## config.mk

```make
export PLATFORM = sky130hd
export DESIGN_NAME = cpcsr_bank
export DESIGN_NICKNAME = d
export VERILOG_FILES = /design/src/cpcsr_region_pair.v /design/src/cpcsr_err_capture.v /design/src/cpcsr_bank.v
export VERILOG_INCLUDE_DIRS = /design/src /design/src/src
export SDC_FILE = /design/constraint.sdc
export NUM_CORES = 1
export LEC_CHECK = 0
export ABC_AREA = 1
export BUFFER_PORTS_ARGS = -buffer_cell sky130_fd_sc_hd__buf_2
export CORE_MARGIN = 2
export CORE_UTILIZATION = 40
export DETAILED_ROUTE_END_ITERATION = 7
export GPL_TIMING_DRIVEN = 0
export PLACE_DENSITY_LB_ADDON = 0.08
export SETUP_SLACK_MARGIN = 0.4
export SYNTH_ARGS = -nofsm -noshare
export SYNTH_HDL_FRONTEND = slang
export SYNTH_SLANG_ARGS = --single-unit
```

## constraint.sdc

```tcl
create_clock -name clk_i -period 3.65 [get_ports clk_i]
set_input_delay 0.1825 -clock clk_i [delete_from_list [all_inputs] [get_ports clk_i]]
set_output_delay 0.1825 -clock clk_i [all_outputs]
set_load 0.05 [all_outputs]
```

## src/cpcsr_defines.vh

```
// Address map, field layout, reset values and codes of the platform CSR bank
`ifndef CPCSR_DEFINES_VH
`define CPCSR_DEFINES_VH

// ==========================================
// CSR addresses
`define CPCSR_ADDR_W 12
`define CPCSR_REGION_ATTR_ADDR 12'h7c0
`define CPCSR_SYNC_TRIG_ADDR 12'h7c4
`define CPCSR_ERR_UNLOCK_ADDR 12'hbc0
`define CPCSR_ERR_ADDR_ADDR 12'hfc0

// ==========================================
// Field layout
`define CPCSR_NUM_REGIONS 16
`define CPCSR_TRIG_DFENCE_BIT 1
`define CPCSR_TRIG_IFENCE_BIT 0

// ==========================================
// Reset values
`define CPCSR_REGION_ATTR_RST 32'h0000_0000
`define CPCSR_ERR_ADDR_RST 32'h0000_0000

// ==========================================
// Access outcome codes
`define CPCSR_RSP_W 2
`define CPCSR_RSP_OK 2'h0
`define CPCSR_RSP_ILLEGAL 2'h1

// ==========================================
// Error capture states
`define CPCSR_ST_OPEN 1'b0
`define CPCSR_ST_LOCKED 1'b1

`endif

```

## src/cpcsr_region_pair.v

```verilog
// Legalising storage for one region's side-effect / cacheable pair
`timescale 1ns/100ps
`include "cpcsr_defines.vh"

module cpcsr_region_pair
(
  input wire clk_i,
  input wire rst_i,
  input wire wr_i,
  input wire [1:0] wdata_i,
  output wire [1:0] attr_o
);

  reg [1:0] attr_q;
  reg [1:0] attr_d;

  always @*
  begin
    attr_d = attr_q;
    if (wr_i)
    begin
      // Illegal 11 folds to side effect without caching
      if (wdata_i == 2'b11)
        attr_d = 2'b10;
      else
        attr_d = wdata_i;
    end
  end

  always @(posedge clk_i or posedge rst_i)
  begin
    if (rst_i)
      attr_q <= 2'b00;
    else
      attr_q <= attr_d;
  end

  assign attr_o = attr_q;

endmodule

```

## src/cpcsr_err_capture.v

```verilog
// First data-bus error address capture with lock and NMI gating
`timescale 1ns/100ps
`include "cpcsr_defines.vh"

module cpcsr_err_capture
(
  input wire clk_i,
  input wire rst_i,
  input wire err_i,
  input wire [31:0] err_addr_i,
  input wire unlock_i,
  output wire locked_o,
  output wire nmi_req_o,
  output wire [31:0] addr_o
);

  localparam ST_OPEN = 1'b0;
  localparam ST_LOCKED = 1'b1;

  reg state_q;
  reg state_d;
  reg [31:0] addr_q;
  reg [31:0] addr_d;
  reg nmi_q;
  reg nmi_d;

  always @*
  begin
    state_d = state_q;
    addr_d = addr_q;
    nmi_d = 1'b0;
    case (state_q)
      ST_OPEN:
      begin
        if (err_i)
        begin
          addr_d = err_addr_i;
          state_d = ST_LOCKED;
          nmi_d = 1'b1;
        end
      end
      ST_LOCKED:
      begin
        // Unlock first, so a same-cycle error is captured afresh
        if (unlock_i)
        begin
          if (err_i)
          begin
            addr_d = err_addr_i;
            nmi_d = 1'b1;
          end
          else
            state_d = ST_OPEN;
        end
        // Else later errors are dropped and raise no NMI
      end
      default:
        state_d = ST_OPEN;
    endcase
  end

  always @(posedge clk_i or posedge rst_i)
  begin
    if (rst_i)
    begin
      state_q <= ST_OPEN;
      addr_q <= `CPCSR_ERR_ADDR_RST;
      nmi_q <= 1'b0;
    end
    else
    begin
      state_q <= state_d;
      addr_q <= addr_d;
      nmi_q <= nmi_d;
    end
  end

  assign locked_o = state_q;
  assign nmi_req_o = nmi_q;
  assign addr_o = addr_q;

endmodule

```

## src/cpcsr_bank.v

```verilog
// Platform CSR bank: region attributes, sync triggers, bus error capture
//
// Functional notes
// Reserved and unused bits always read zero.
// Read/write registers accept any write, hold only legal values.
// Sixteen regions; side-effect at bit Y*2+1, cacheable at Y*2.
// Side-effect zero means idempotent, one means side effects possible.
// Cacheable one allows caching; all region bits reset to zero.
// Writing pair 11 stores 10 instead.
// Side-effect ignored for local memories, interrupt controller, all fetches.
// Cacheable ignored only for fetches from local instruction memory.
// Software fences after changing region attributes.
// Region attribute register is read/write at 0x7c0.
// Sync trigger register debug-mode only; machine access is illegal.
// Bit 1 starts data fence; bit 0 starts instruction fence.
// Trigger bits act on written one and read zero.
// Sync trigger at 0x7c4, bits 31:2 read zero, reset zero.
// First bus store/load error latches 32-bit address and locks.
// While locked, bus errors raise no NMI; external NMIs unaffected.
// Lock released by core reset or unlock register write.
// Unlock write re-enables NMI for the next bus error.
// Unlock register at 0xbc0 takes any write, reads zero.
// Error address register is read-only at 0xfc0, resets zero.
// Each trigger write gives one-cycle pulse; zero bits do nothing.
// Error in same cycle as unlock write counts after the unlock.
`timescale 1ns/100ps
`include "cpcsr_defines.vh"

module cpcsr_bank
#(
  parameter NUM_REGIONS = `CPCSR_NUM_REGIONS
)
(
  input wire clk_i,
  input wire rst_i,
  // CSR access port from the pipeline
  input wire csr_rd_i,
  input wire csr_wr_i,
  input wire [11:0] csr_addr_i,
  input wire [31:0] csr_wdata_i,
  input wire debug_mode_i,
  output reg [31:0] csr_rdata_o,
  output reg csr_illegal_o,
  output reg csr_hit_o,
  // Region attribute lookup for a memory access
  input wire [31:0] acc_addr_i,
  input wire acc_fetch_i,
  input wire acc_local_imem_i,
  input wire acc_local_dmem_i,
  input wire acc_intc_i,
  output reg acc_side_effect_o,
  output reg acc_cacheable_o,
  output reg [2*NUM_REGIONS-1:0] region_attr_o,
  // Synchronisation requests
  output reg dfence_req_o,
  output reg ifence_req_o,
  // Data-bus error capture
  input wire bus_err_i,
  input wire [31:0] bus_err_addr_i,
  output reg bus_err_nmi_o,
  output reg err_locked_o
);

  // ==========================================
  // Address decode
  wire acc_any;
  reg hit_attr;
  reg hit_trig;
  reg hit_unlk;
  reg hit_eadr;
  reg known;
  reg bad;
  wire trig_ok;
  wire wr_ok;
  wire attr_wr;
  wire unlock_wr;

  assign acc_any = csr_rd_i | csr_wr_i;

  always @*
  begin
    hit_attr = 1'b0;
    hit_trig = 1'b0;
    hit_unlk = 1'b0;
    hit_eadr = 1'b0;
    case (csr_addr_i)
      `CPCSR_REGION_ATTR_ADDR:
        hit_attr = 1'b1;
      `CPCSR_SYNC_TRIG_ADDR:
        hit_trig = 1'b1;
      `CPCSR_ERR_UNLOCK_ADDR:
        hit_unlk = 1'b1;
      `CPCSR_ERR_ADDR_ADDR:
        hit_eadr = 1'b1;
      default:
        hit_attr = 1'b0;
    endcase
  end

  // Refused accesses change no state and read zero
  always @*
  begin
    known = hit_attr | hit_trig | hit_unlk | hit_eadr;
    bad = 1'b0;
    // Trigger register reachable from debug mode only
    if (hit_trig & ~debug_mode_i)
      bad = 1'b1;
    // The read-only error address refuses writes
    if (hit_eadr & csr_wr_i)
      bad = 1'b1;
  end

  assign trig_ok = hit_trig & debug_mode_i;
  assign wr_ok = csr_wr_i & ~bad;
  assign attr_wr = wr_ok & hit_attr;
  assign unlock_wr = wr_ok & hit_unlk;

  // ==========================================
  // Region attribute storage
  wire [2*NUM_REGIONS-1:0] attr_w;

  genvar g;
  generate
    for (g = 0; g < NUM_REGIONS; g = g + 1)
    begin : g_region
      cpcsr_region_pair u_pair
      (
        .clk_i(clk_i),
        .rst_i(rst_i),
        .wr_i(attr_wr),
        .wdata_i(csr_wdata_i[2*g+1:2*g]),
        .attr_o(attr_w[2*g+1:2*g])
      );
    end
  endgenerate

  // ==========================================
  // Error capture
  wire [31:0] eaddr_w;
  wire nmi_w;
  wire locked_w;

  cpcsr_err_capture u_err
  (
    .clk_i(clk_i),
    .rst_i(rst_i),
    .err_i(bus_err_i),
    .err_addr_i(bus_err_addr_i),
    .unlock_i(unlock_wr),
    .locked_o(locked_w),
    .nmi_req_o(nmi_w),
    .addr_o(eaddr_w)
  );

  // ==========================================
  // Region lookup
  wire [3:0] reg_idx = acc_addr_i[31:28];
  wire se_raw = attr_w[{reg_idx, 1'b1}];
  wire ca_raw = attr_w[{reg_idx, 1'b0}];
  reg side_d;
  reg cache_d;

  always @*
  begin
    side_d = se_raw;
    cache_d = ca_raw;
    // Local targets and fetches never see side effects
    if (acc_fetch_i | acc_local_imem_i | acc_local_dmem_i | acc_intc_i)
      side_d = 1'b0;
    // Local instruction memory fetches are always cacheable-agnostic
    if (acc_fetch_i & acc_local_imem_i)
      cache_d = 1'b0;
  end

  // ==========================================
  // Read data
  reg [31:0] rdata_d;

  always @*
  begin
    rdata_d = 32'h0000_0000;
    if (csr_rd_i & ~bad)
    begin
      case (csr_addr_i)
        `CPCSR_REGION_ATTR_ADDR:
          rdata_d[2*NUM_REGIONS-1:0] = attr_w;
        `CPCSR_ERR_ADDR_ADDR:
          rdata_d = eaddr_w;
        // Trigger and unlock registers read zero
        `CPCSR_SYNC_TRIG_ADDR, `CPCSR_ERR_UNLOCK_ADDR:
          rdata_d = 32'h0000_0000;
        default:
          rdata_d = 32'h0000_0000;
      endcase
    end
  end

  // ==========================================
  // Access outcome and trigger pulses
  reg illegal_d;
  reg hit_d;
  reg dfence_d;
  reg ifence_d;

  always @*
  begin
    illegal_d = 1'b0;
    hit_d = 1'b0;
    if (acc_any)
    begin
      if (bad | ~known)
        illegal_d = 1'b1;
      else
        hit_d = 1'b1;
    end
  end

  // One-cycle pulse per write carrying a one
  always @*
  begin
    dfence_d = 1'b0;
    ifence_d = 1'b0;
    if (wr_ok & trig_ok)
    begin
      dfence_d = csr_wdata_i[`CPCSR_TRIG_DFENCE_BIT];
      ifence_d = csr_wdata_i[`CPCSR_TRIG_IFENCE_BIT];
    end
  end

  // ==========================================
  // Output registers
  always @(posedge clk_i or posedge rst_i)
  begin
    if (rst_i)
    begin
      csr_rdata_o <= 32'h0000_0000;
    end
    else
    begin
      csr_rdata_o <= rdata_d;
    end
  end

  always @(posedge clk_i or posedge rst_i)
  begin
    if (rst_i)
    begin
      csr_illegal_o <= 1'b0;
    end
    else
    begin
      csr_illegal_o <= illegal_d;
    end
  end

  always @(posedge clk_i or posedge rst_i)
  begin
    if (rst_i)
    begin
      csr_hit_o <= 1'b0;
    end
    else
    begin
      csr_hit_o <= hit_d;
    end
  end

  always @(posedge clk_i or posedge rst_i)
  begin
    if (rst_i)
    begin
      acc_side_effect_o <= 1'b0;
    end
    else
    begin
      acc_side_effect_o <= side_d;
    end
  end

  always @(posedge clk_i or posedge rst_i)
  begin
    if (rst_i)
    begin
      acc_cacheable_o <= 1'b0;
    end
    else
    begin
      acc_cacheable_o <= cache_d;
    end
  end

  always @(posedge clk_i or posedge rst_i)
  begin
    if (rst_i)
    begin
      region_attr_o <= {2*NUM_REGIONS{1'b0}};
    end
    else
    begin
      region_attr_o <= attr_w;
    end
  end

  always @(posedge clk_i or posedge rst_i)
  begin
    if (rst_i)
    begin
      dfence_req_o <= 1'b0;
    end
    else
    begin
      dfence_req_o <= dfence_d;
    end
  end

  always @(posedge clk_i or posedge rst_i)
  begin
    if (rst_i)
    begin
      ifence_req_o <= 1'b0;
    end
    else
    begin
      ifence_req_o <= ifence_d;
    end
  end

  always @(posedge clk_i or posedge rst_i)
  begin
    if (rst_i)
    begin
      bus_err_nmi_o <= 1'b0;
    end
    else
    begin
      bus_err_nmi_o <= nmi_w;
    end
  end

  always @(posedge clk_i or posedge rst_i)
  begin
    if (rst_i)
    begin
      err_locked_o <= 1'b0;
    end
    else
    begin
      err_locked_o <= locked_w;
    end
  end

endmodule

```

======== After elaboration in Yosys (flattened, before gate mapping) ========
Index checks and enable logic that the tools add are counted.
word-level totals
  flip-flop bits (word level) ............. 138
  logic and storage cells ................. 117
  output and inout port bits .............. 72
operators by class
  eq/ne operators ......................... 21
  bitwise logic cells ..................... 21
  muxes and demuxes ....................... 44
  $lt $le $gt $ge ......................... 2
operators with widths
  cell                  number
  $pmux 32 s2           2
  $mux 32               3
  $eq 2x2->1 const B    16
  $mux 2                16
  $eq 12x11->1 const B  2
  $eq 12x12->1 const B  2
  $mux 1                19
  $lt 5x6->1 const B    2
  $and 1x1->1           9
  $bmux 1 s4            2
  $or 1x1->1            8
  $not 1->1             4
  $pmux 1 s2            2
  $ne 2x1->1 const B    1

======== Logic depth before layout (Yosys ltp) ========
  depth in word-level cells ............... 10
  mapped depth ............................ 11
  mapped depth without buffers ............ 10

======== Cells and area by module ========
Synthesis repeated with hierarchy kept, for this count alone.
second synthesis, totals
  cells, all modules ...................... 695
  area, all modules ....................... 6048.3 um2
by module, submodules not included
  module             seq. area each (um2)  instances  area each (um2)  cells each
  cpcsr_bank         1801.7                1          3310.7           372
  cpcsr_err_capture  850.8                 1          1376.3           147
  cpcsr_region_pair  50.0                  16         85.1             11

======== Worst setup path before layout ========
Ideal clock, no wire load.
  path type ............................... in2reg
  start point ............................. input csr_addr_i[7]
  end point ............................... register csr_rdata_o[10]
  stages on the path ...................... 10
  path buffers ............................ 1
  setup slack ............................. 2.349 ns
  data arrival time ....................... 1.178 ns
  data required time ...................... 3.526 ns
  cells stage by stage .................... nand2_1 inv_2 nand2_1 nor2_4 nand3_1 o21ai_1 inv_2 nand2_1 buf_2 a21oi_1
on the way
  cells in the longest elaborated chain, start to end .. 8
ends and longest elaborated chain
  element               RTL line          source
  start, declared       cpcsr_bank.v:39   input wire [11:0] csr_addr_i,
  $eq 12x11->1          cpcsr_bank.v:86   case (csr_addr_i)
  $mux 1                cpcsr_bank.v:86
  $and 1x1->1           cpcsr_bank.v:106  if (hit_trig & ~debug_mode_i)
  $mux 1                cpcsr_bank.v:106
  $mux 1                cpcsr_bank.v:109  if (hit_eadr & csr_wr_i)
  $not 1->1             cpcsr_bank.v:182  if (csr_rd_i & ~bad)
  $and 1x1->1           cpcsr_bank.v:182
  $mux 32 (*)           cpcsr_bank.v:182
  via rdata_d[10]       cpcsr_bank.v:177  reg [31:0] rdata_d;
  end signal, assigned  cpcsr_bank.v:240  csr_rdata_o <= rdata_d;
  end, declared         cpcsr_bank.v:42   output reg [31:0] csr_rdata_o,
Mark *: on every way through the listed nets, which the timed path passes. The rest lies on a longest branch.
A chain may end at the register's enable or synchronous reset.

======== Final worst setup path ========
  start point ............................. register g_region[2].u_pair.attr_q[0]
  end point ............................... register acc_cacheable_o
on the way
  cells in the longest elaborated chain, start to end .. 3
ends and longest elaborated chain
  element                       RTL line                source
  start, declared               cpcsr_region_pair.v:14  reg [1:0] attr_q;
  start signal, assigned        cpcsr_region_pair.v:35  attr_q <= attr_d;
  $bmux 1 s4                    cpcsr_bank.v:159        wire ca_raw = attr_w[{reg_idx, 1'b0}];
  $mux 1 (not written as such)  cpcsr_bank.v:159
  $mux 1                        cpcsr_bank.v:171        if (acc_fetch_i & acc_local_imem_i)
  via cache_d                   cpcsr_bank.v:161        reg cache_d;
  end signal, assigned          cpcsr_bank.v:288        acc_cacheable_o <= cache_d;
  end, declared                 cpcsr_bank.v:52         output reg acc_cacheable_o,
The timed path passes the listed nets, and every way through them passes these cells. The select of a mux whose other input is x is not followed.

==> flow_summary.json <==
{
  "grt_use_total_pct": 22.4,
  "synth_area_mm2": 0.00553,
  "htree_levels": 4,
  "setup_tns_ns": 0,
  "path_max_fanout": 4,
  "area_growth_pct": 33.6,
  "syn_nets": 699,
  "seq_power_share_pct": 47.1,
  "p_leak_nw": 3.87,
  "period_share_pct": 46.6,
  "first_pass_iters": 5,
  "period_minus_slack_ns": 1.70,
  "grt_max_degree": 44,
  "arrival_ns": 2.05,
  "internal_power_mw": 2.65,
  "synth.distinct_cells": 22,
  "required_ns": 4.00,
  "yosysTopAreaCellShare_pct": 62.4,
  "r2r-start": "g_region[2].u_pair.attr_o[0]",
  "n_fill_cell": 1266,
  "core_area_mm2": 0.0133,
  "fmax_mhz": 588,
  "pwr-share-clk_pct": 45.9,
  "routed-via-count": 4790,
  "cts_max_path_buffers": 2,
  "yosys.area.top_type": "dfrtp_1",
  "min-delay-start": "bus_err_addr_i[25]",
  "ys_seq_elements": 138,
  "routedWlPerCell_um": 16.2,
  "antenna_found_initial": 0,
  "drtIter0Drc": 249,
  "io_buffers": 159,
  "syn_area_per_cell_um2": 9.52,
  "power_switching_uw": 759,
  "antenna_cells": 0,
  "cp-start-kind": "flip-flop",
  "cts_tree": "built",
  "relSlewSlack_pct": 67.3,
  "ys_seq_area_share_pct": 62.4,
  "final-hold-violation-count": 0,
  "final_net_count": 905,
  "routed_wl_mm": 15.8,
  "path_clk_slew_ns": 0.06,
  "synthAdderAreaFrac_pct": 0,
  "dieArea_mm2": 0.0148,
  "grt_pass1_wl_mm": 24.5,
  "initial_core_util_pct": 41.4,
  "synth_area_leaders": "dfrtp_1, nand2_1, nand3_1, nand4_1, a21oi_1",
  "drv_cap": 0,
  "dp_cells": 919,
  "vias_per_cell": 4.92,
  "finalClockSkew_ns": 0.00544,
  "syn_inst": 581,
  "setup_violations": 0,
  "status": "completed",
  "synth-xor-area-share_pct": 0,
  "post-route-drc-count": 0,
  "p_sw_share_pct": 22.3,
  "synth_compound_area_share_pct": 8.82,
  "p_comb_share_pct": 7.0,
  "rows": 42,
  "worstMarginPinSlew_ns": 0.491,
  "synth_top_family_by_area": "simple AND/OR/NAND/NOR gates",
  "cts_buffers": 17,
  "cts_root_buffer": "clkbuf_16",
  "yosys.area_share.simple_pct": 22.6,
  "clock-sinks": 138,
  "ant_nets": 0,
  "grt_overflow_total": 0,
  "endpoint_kind": "flip-flop",
  "cellPowerDensity_mw_per_mm2": 461,
  "dp_hpwl_mm": 11.7,
  "die_w_um": 122,
  "worstSetupPathType": "reg -> reg",
  "gp_congestion": 0.852,
  "die_h_um": 122,
  "muxShareOfSynthArea_pct": 0,
  "insertion_delay_ns": 0.41,
  "min_path_type": "in -> reg",
  "drive_above_1_share_pct": 27.2,
  "slew_viol_final": 0,
  "grt_pass1_vias": 4646,
  "crit_start": "g_region[2].u_pair.attr_o[0]",
  "ioPinCount": 190,
  "finalNonFillerCells": 973,
  "ir_worst_vdd_mv": 0.339,
  "synth_warnings": 0,
  "rsz0062_at_grt": "no"
}
## metrics by stage
step | util, % | cell area (µm²) | worst slack, ns | hold WS, ns | power [mW]
4_1_cts | 55.4 | 7390 | 1.97 | 0.00130 | 3.44
3_5_place_dp | 49.5 | 6610 | 1.81 | 0.169 | 1.85
5_1_grt | 55.4 | 7390 | 1.80 | 0.00794 | 3.55
6_report | 55.4 | 7390 | 1.95 | 0.0164 | 3.41
2_1_floorplan | - | 5540 | 1.75 | 0.289 | 1.75
3_3_place_gp | 49.1 | 6550 | 0.976 | 0.335 | 1.84
## worst max-delay path, cell delays in order (launching register included)
cell and delay (ns):
dfrtp_1 0.42, o21ai_0 0.13, o211ai_1 0.22, nand3_1 0.13, a22oi_1 0.16, dlygate4sd3_1 0.58
## area by class of cell
class                   count  area, µm²  area share, %
multi-input cells         368       1740           23.5
plain buffers              39        205           2.78
flip-flops and latches    138       3450           46.7
clock inverters             3       40.0          0.542
repair buffers            187       1110           15.0
well taps                 176        220           2.98
inverters                  36        139           1.88
clock buffers              26        489           6.62
## cell usage after synthesis (all sizes together)
cell type  instances
a21oi             34
a22oi              1
buf               21
clkbuf            18
dfrtp            138
inv               36
nand2            129
nand3             73
nand4             34
nor2              38
o211ai             8
o21ai             50
or4                1
## power by group through the flow
stage	sequential, mW	clock, mW	combinational [mW]
final	1.61	1.56	0.240
after global routing	1.61	1.66	0.271
after CTS	1.61	1.59	0.243
after detailed placement	1.63	0	0.221
after global placement	1.63	0	0.207
after floorplan	1.63	0	0.113
## placed cells by master (no fill, tap or decap)
master and instances:
buf_12 3, bufinv_16 1, nand2_2 2, inv_2 4, clkbuf_1 24, dlygate4sd3_1 25
nand3_4 1, nor2_2 2, a21oi_1 34, o21ai_0 17, a22oi_1 1, clkbuf_16 17
nand4_1 34, or4_1 1, clkinvlp_4 1, inv_1 31, nor2_4 2, buf_6 3
nand2_1 127, clkinv_2 2, nand3_1 72, buf_4 6, clkbuf_8 3, o21ai_1 33
nor2_1 34, dfrtp_1 138, buf_1 1, buf_2 170, o211ai_1 8
## path summary, 6_finish.rpt
| check | endpoint | cells past startpoint | slack (ns) |
|---|---|---|---|
| max in group asynchronous | u_err.addr_o[20] | 5 | 2.58 |
| hold / removal | u_err.addr_o[25] | 3 | 0.02 |
| min in group asynchronous | csr_rdata_o[4] | 3 | 0.28 |
| setup reg to reg | acc_cacheable_o | 5 | 1.95 |
| setup / recovery | acc_cacheable_o | 5 | 1.95 |
| hold reg to reg | bus_err_nmi_o | 0 | 0.37 |
## cells by family (layout without fill, tap and decap cells)
kind of cell | after synthesis | count (layout)
AND/OR/NAND/NOR | 275 | 275
flip-flops | 138 | 138
AO/OA/AOI/OAI | 93 | 93
buffers and inverters | 75 | 291
## sequential cells by signal, summed over array words and instances, names as in the netlist, 32 cells and up
signal                  cells
g_region.u_pair.attr_o     32
region_attr_o              32
csr_rdata_o                32
u_err.addr_o               32
## metal layers
metal  part of all wire [%]  global-route usage (%)  vias up  routed length (µm)
li1                       -                       -     2348                   -
met4                    1.8                    8.48        0                 277
met2                     47                    34.6      158                7410
met5                      0                       0        -                   0
met1                     46                    31.3     2263                7260
met3                    5.3                    4.59       21                 830
## timing repair
item | CTS | global route
endpoints found under the setup margin | 0 | 0
endpoints found under the hold margin | 33 | 0
resized for setup | 0 | 0
setup buffers | 0 | 0
hold buffers | 25 | 0
(Power assumes the default switching activity.)
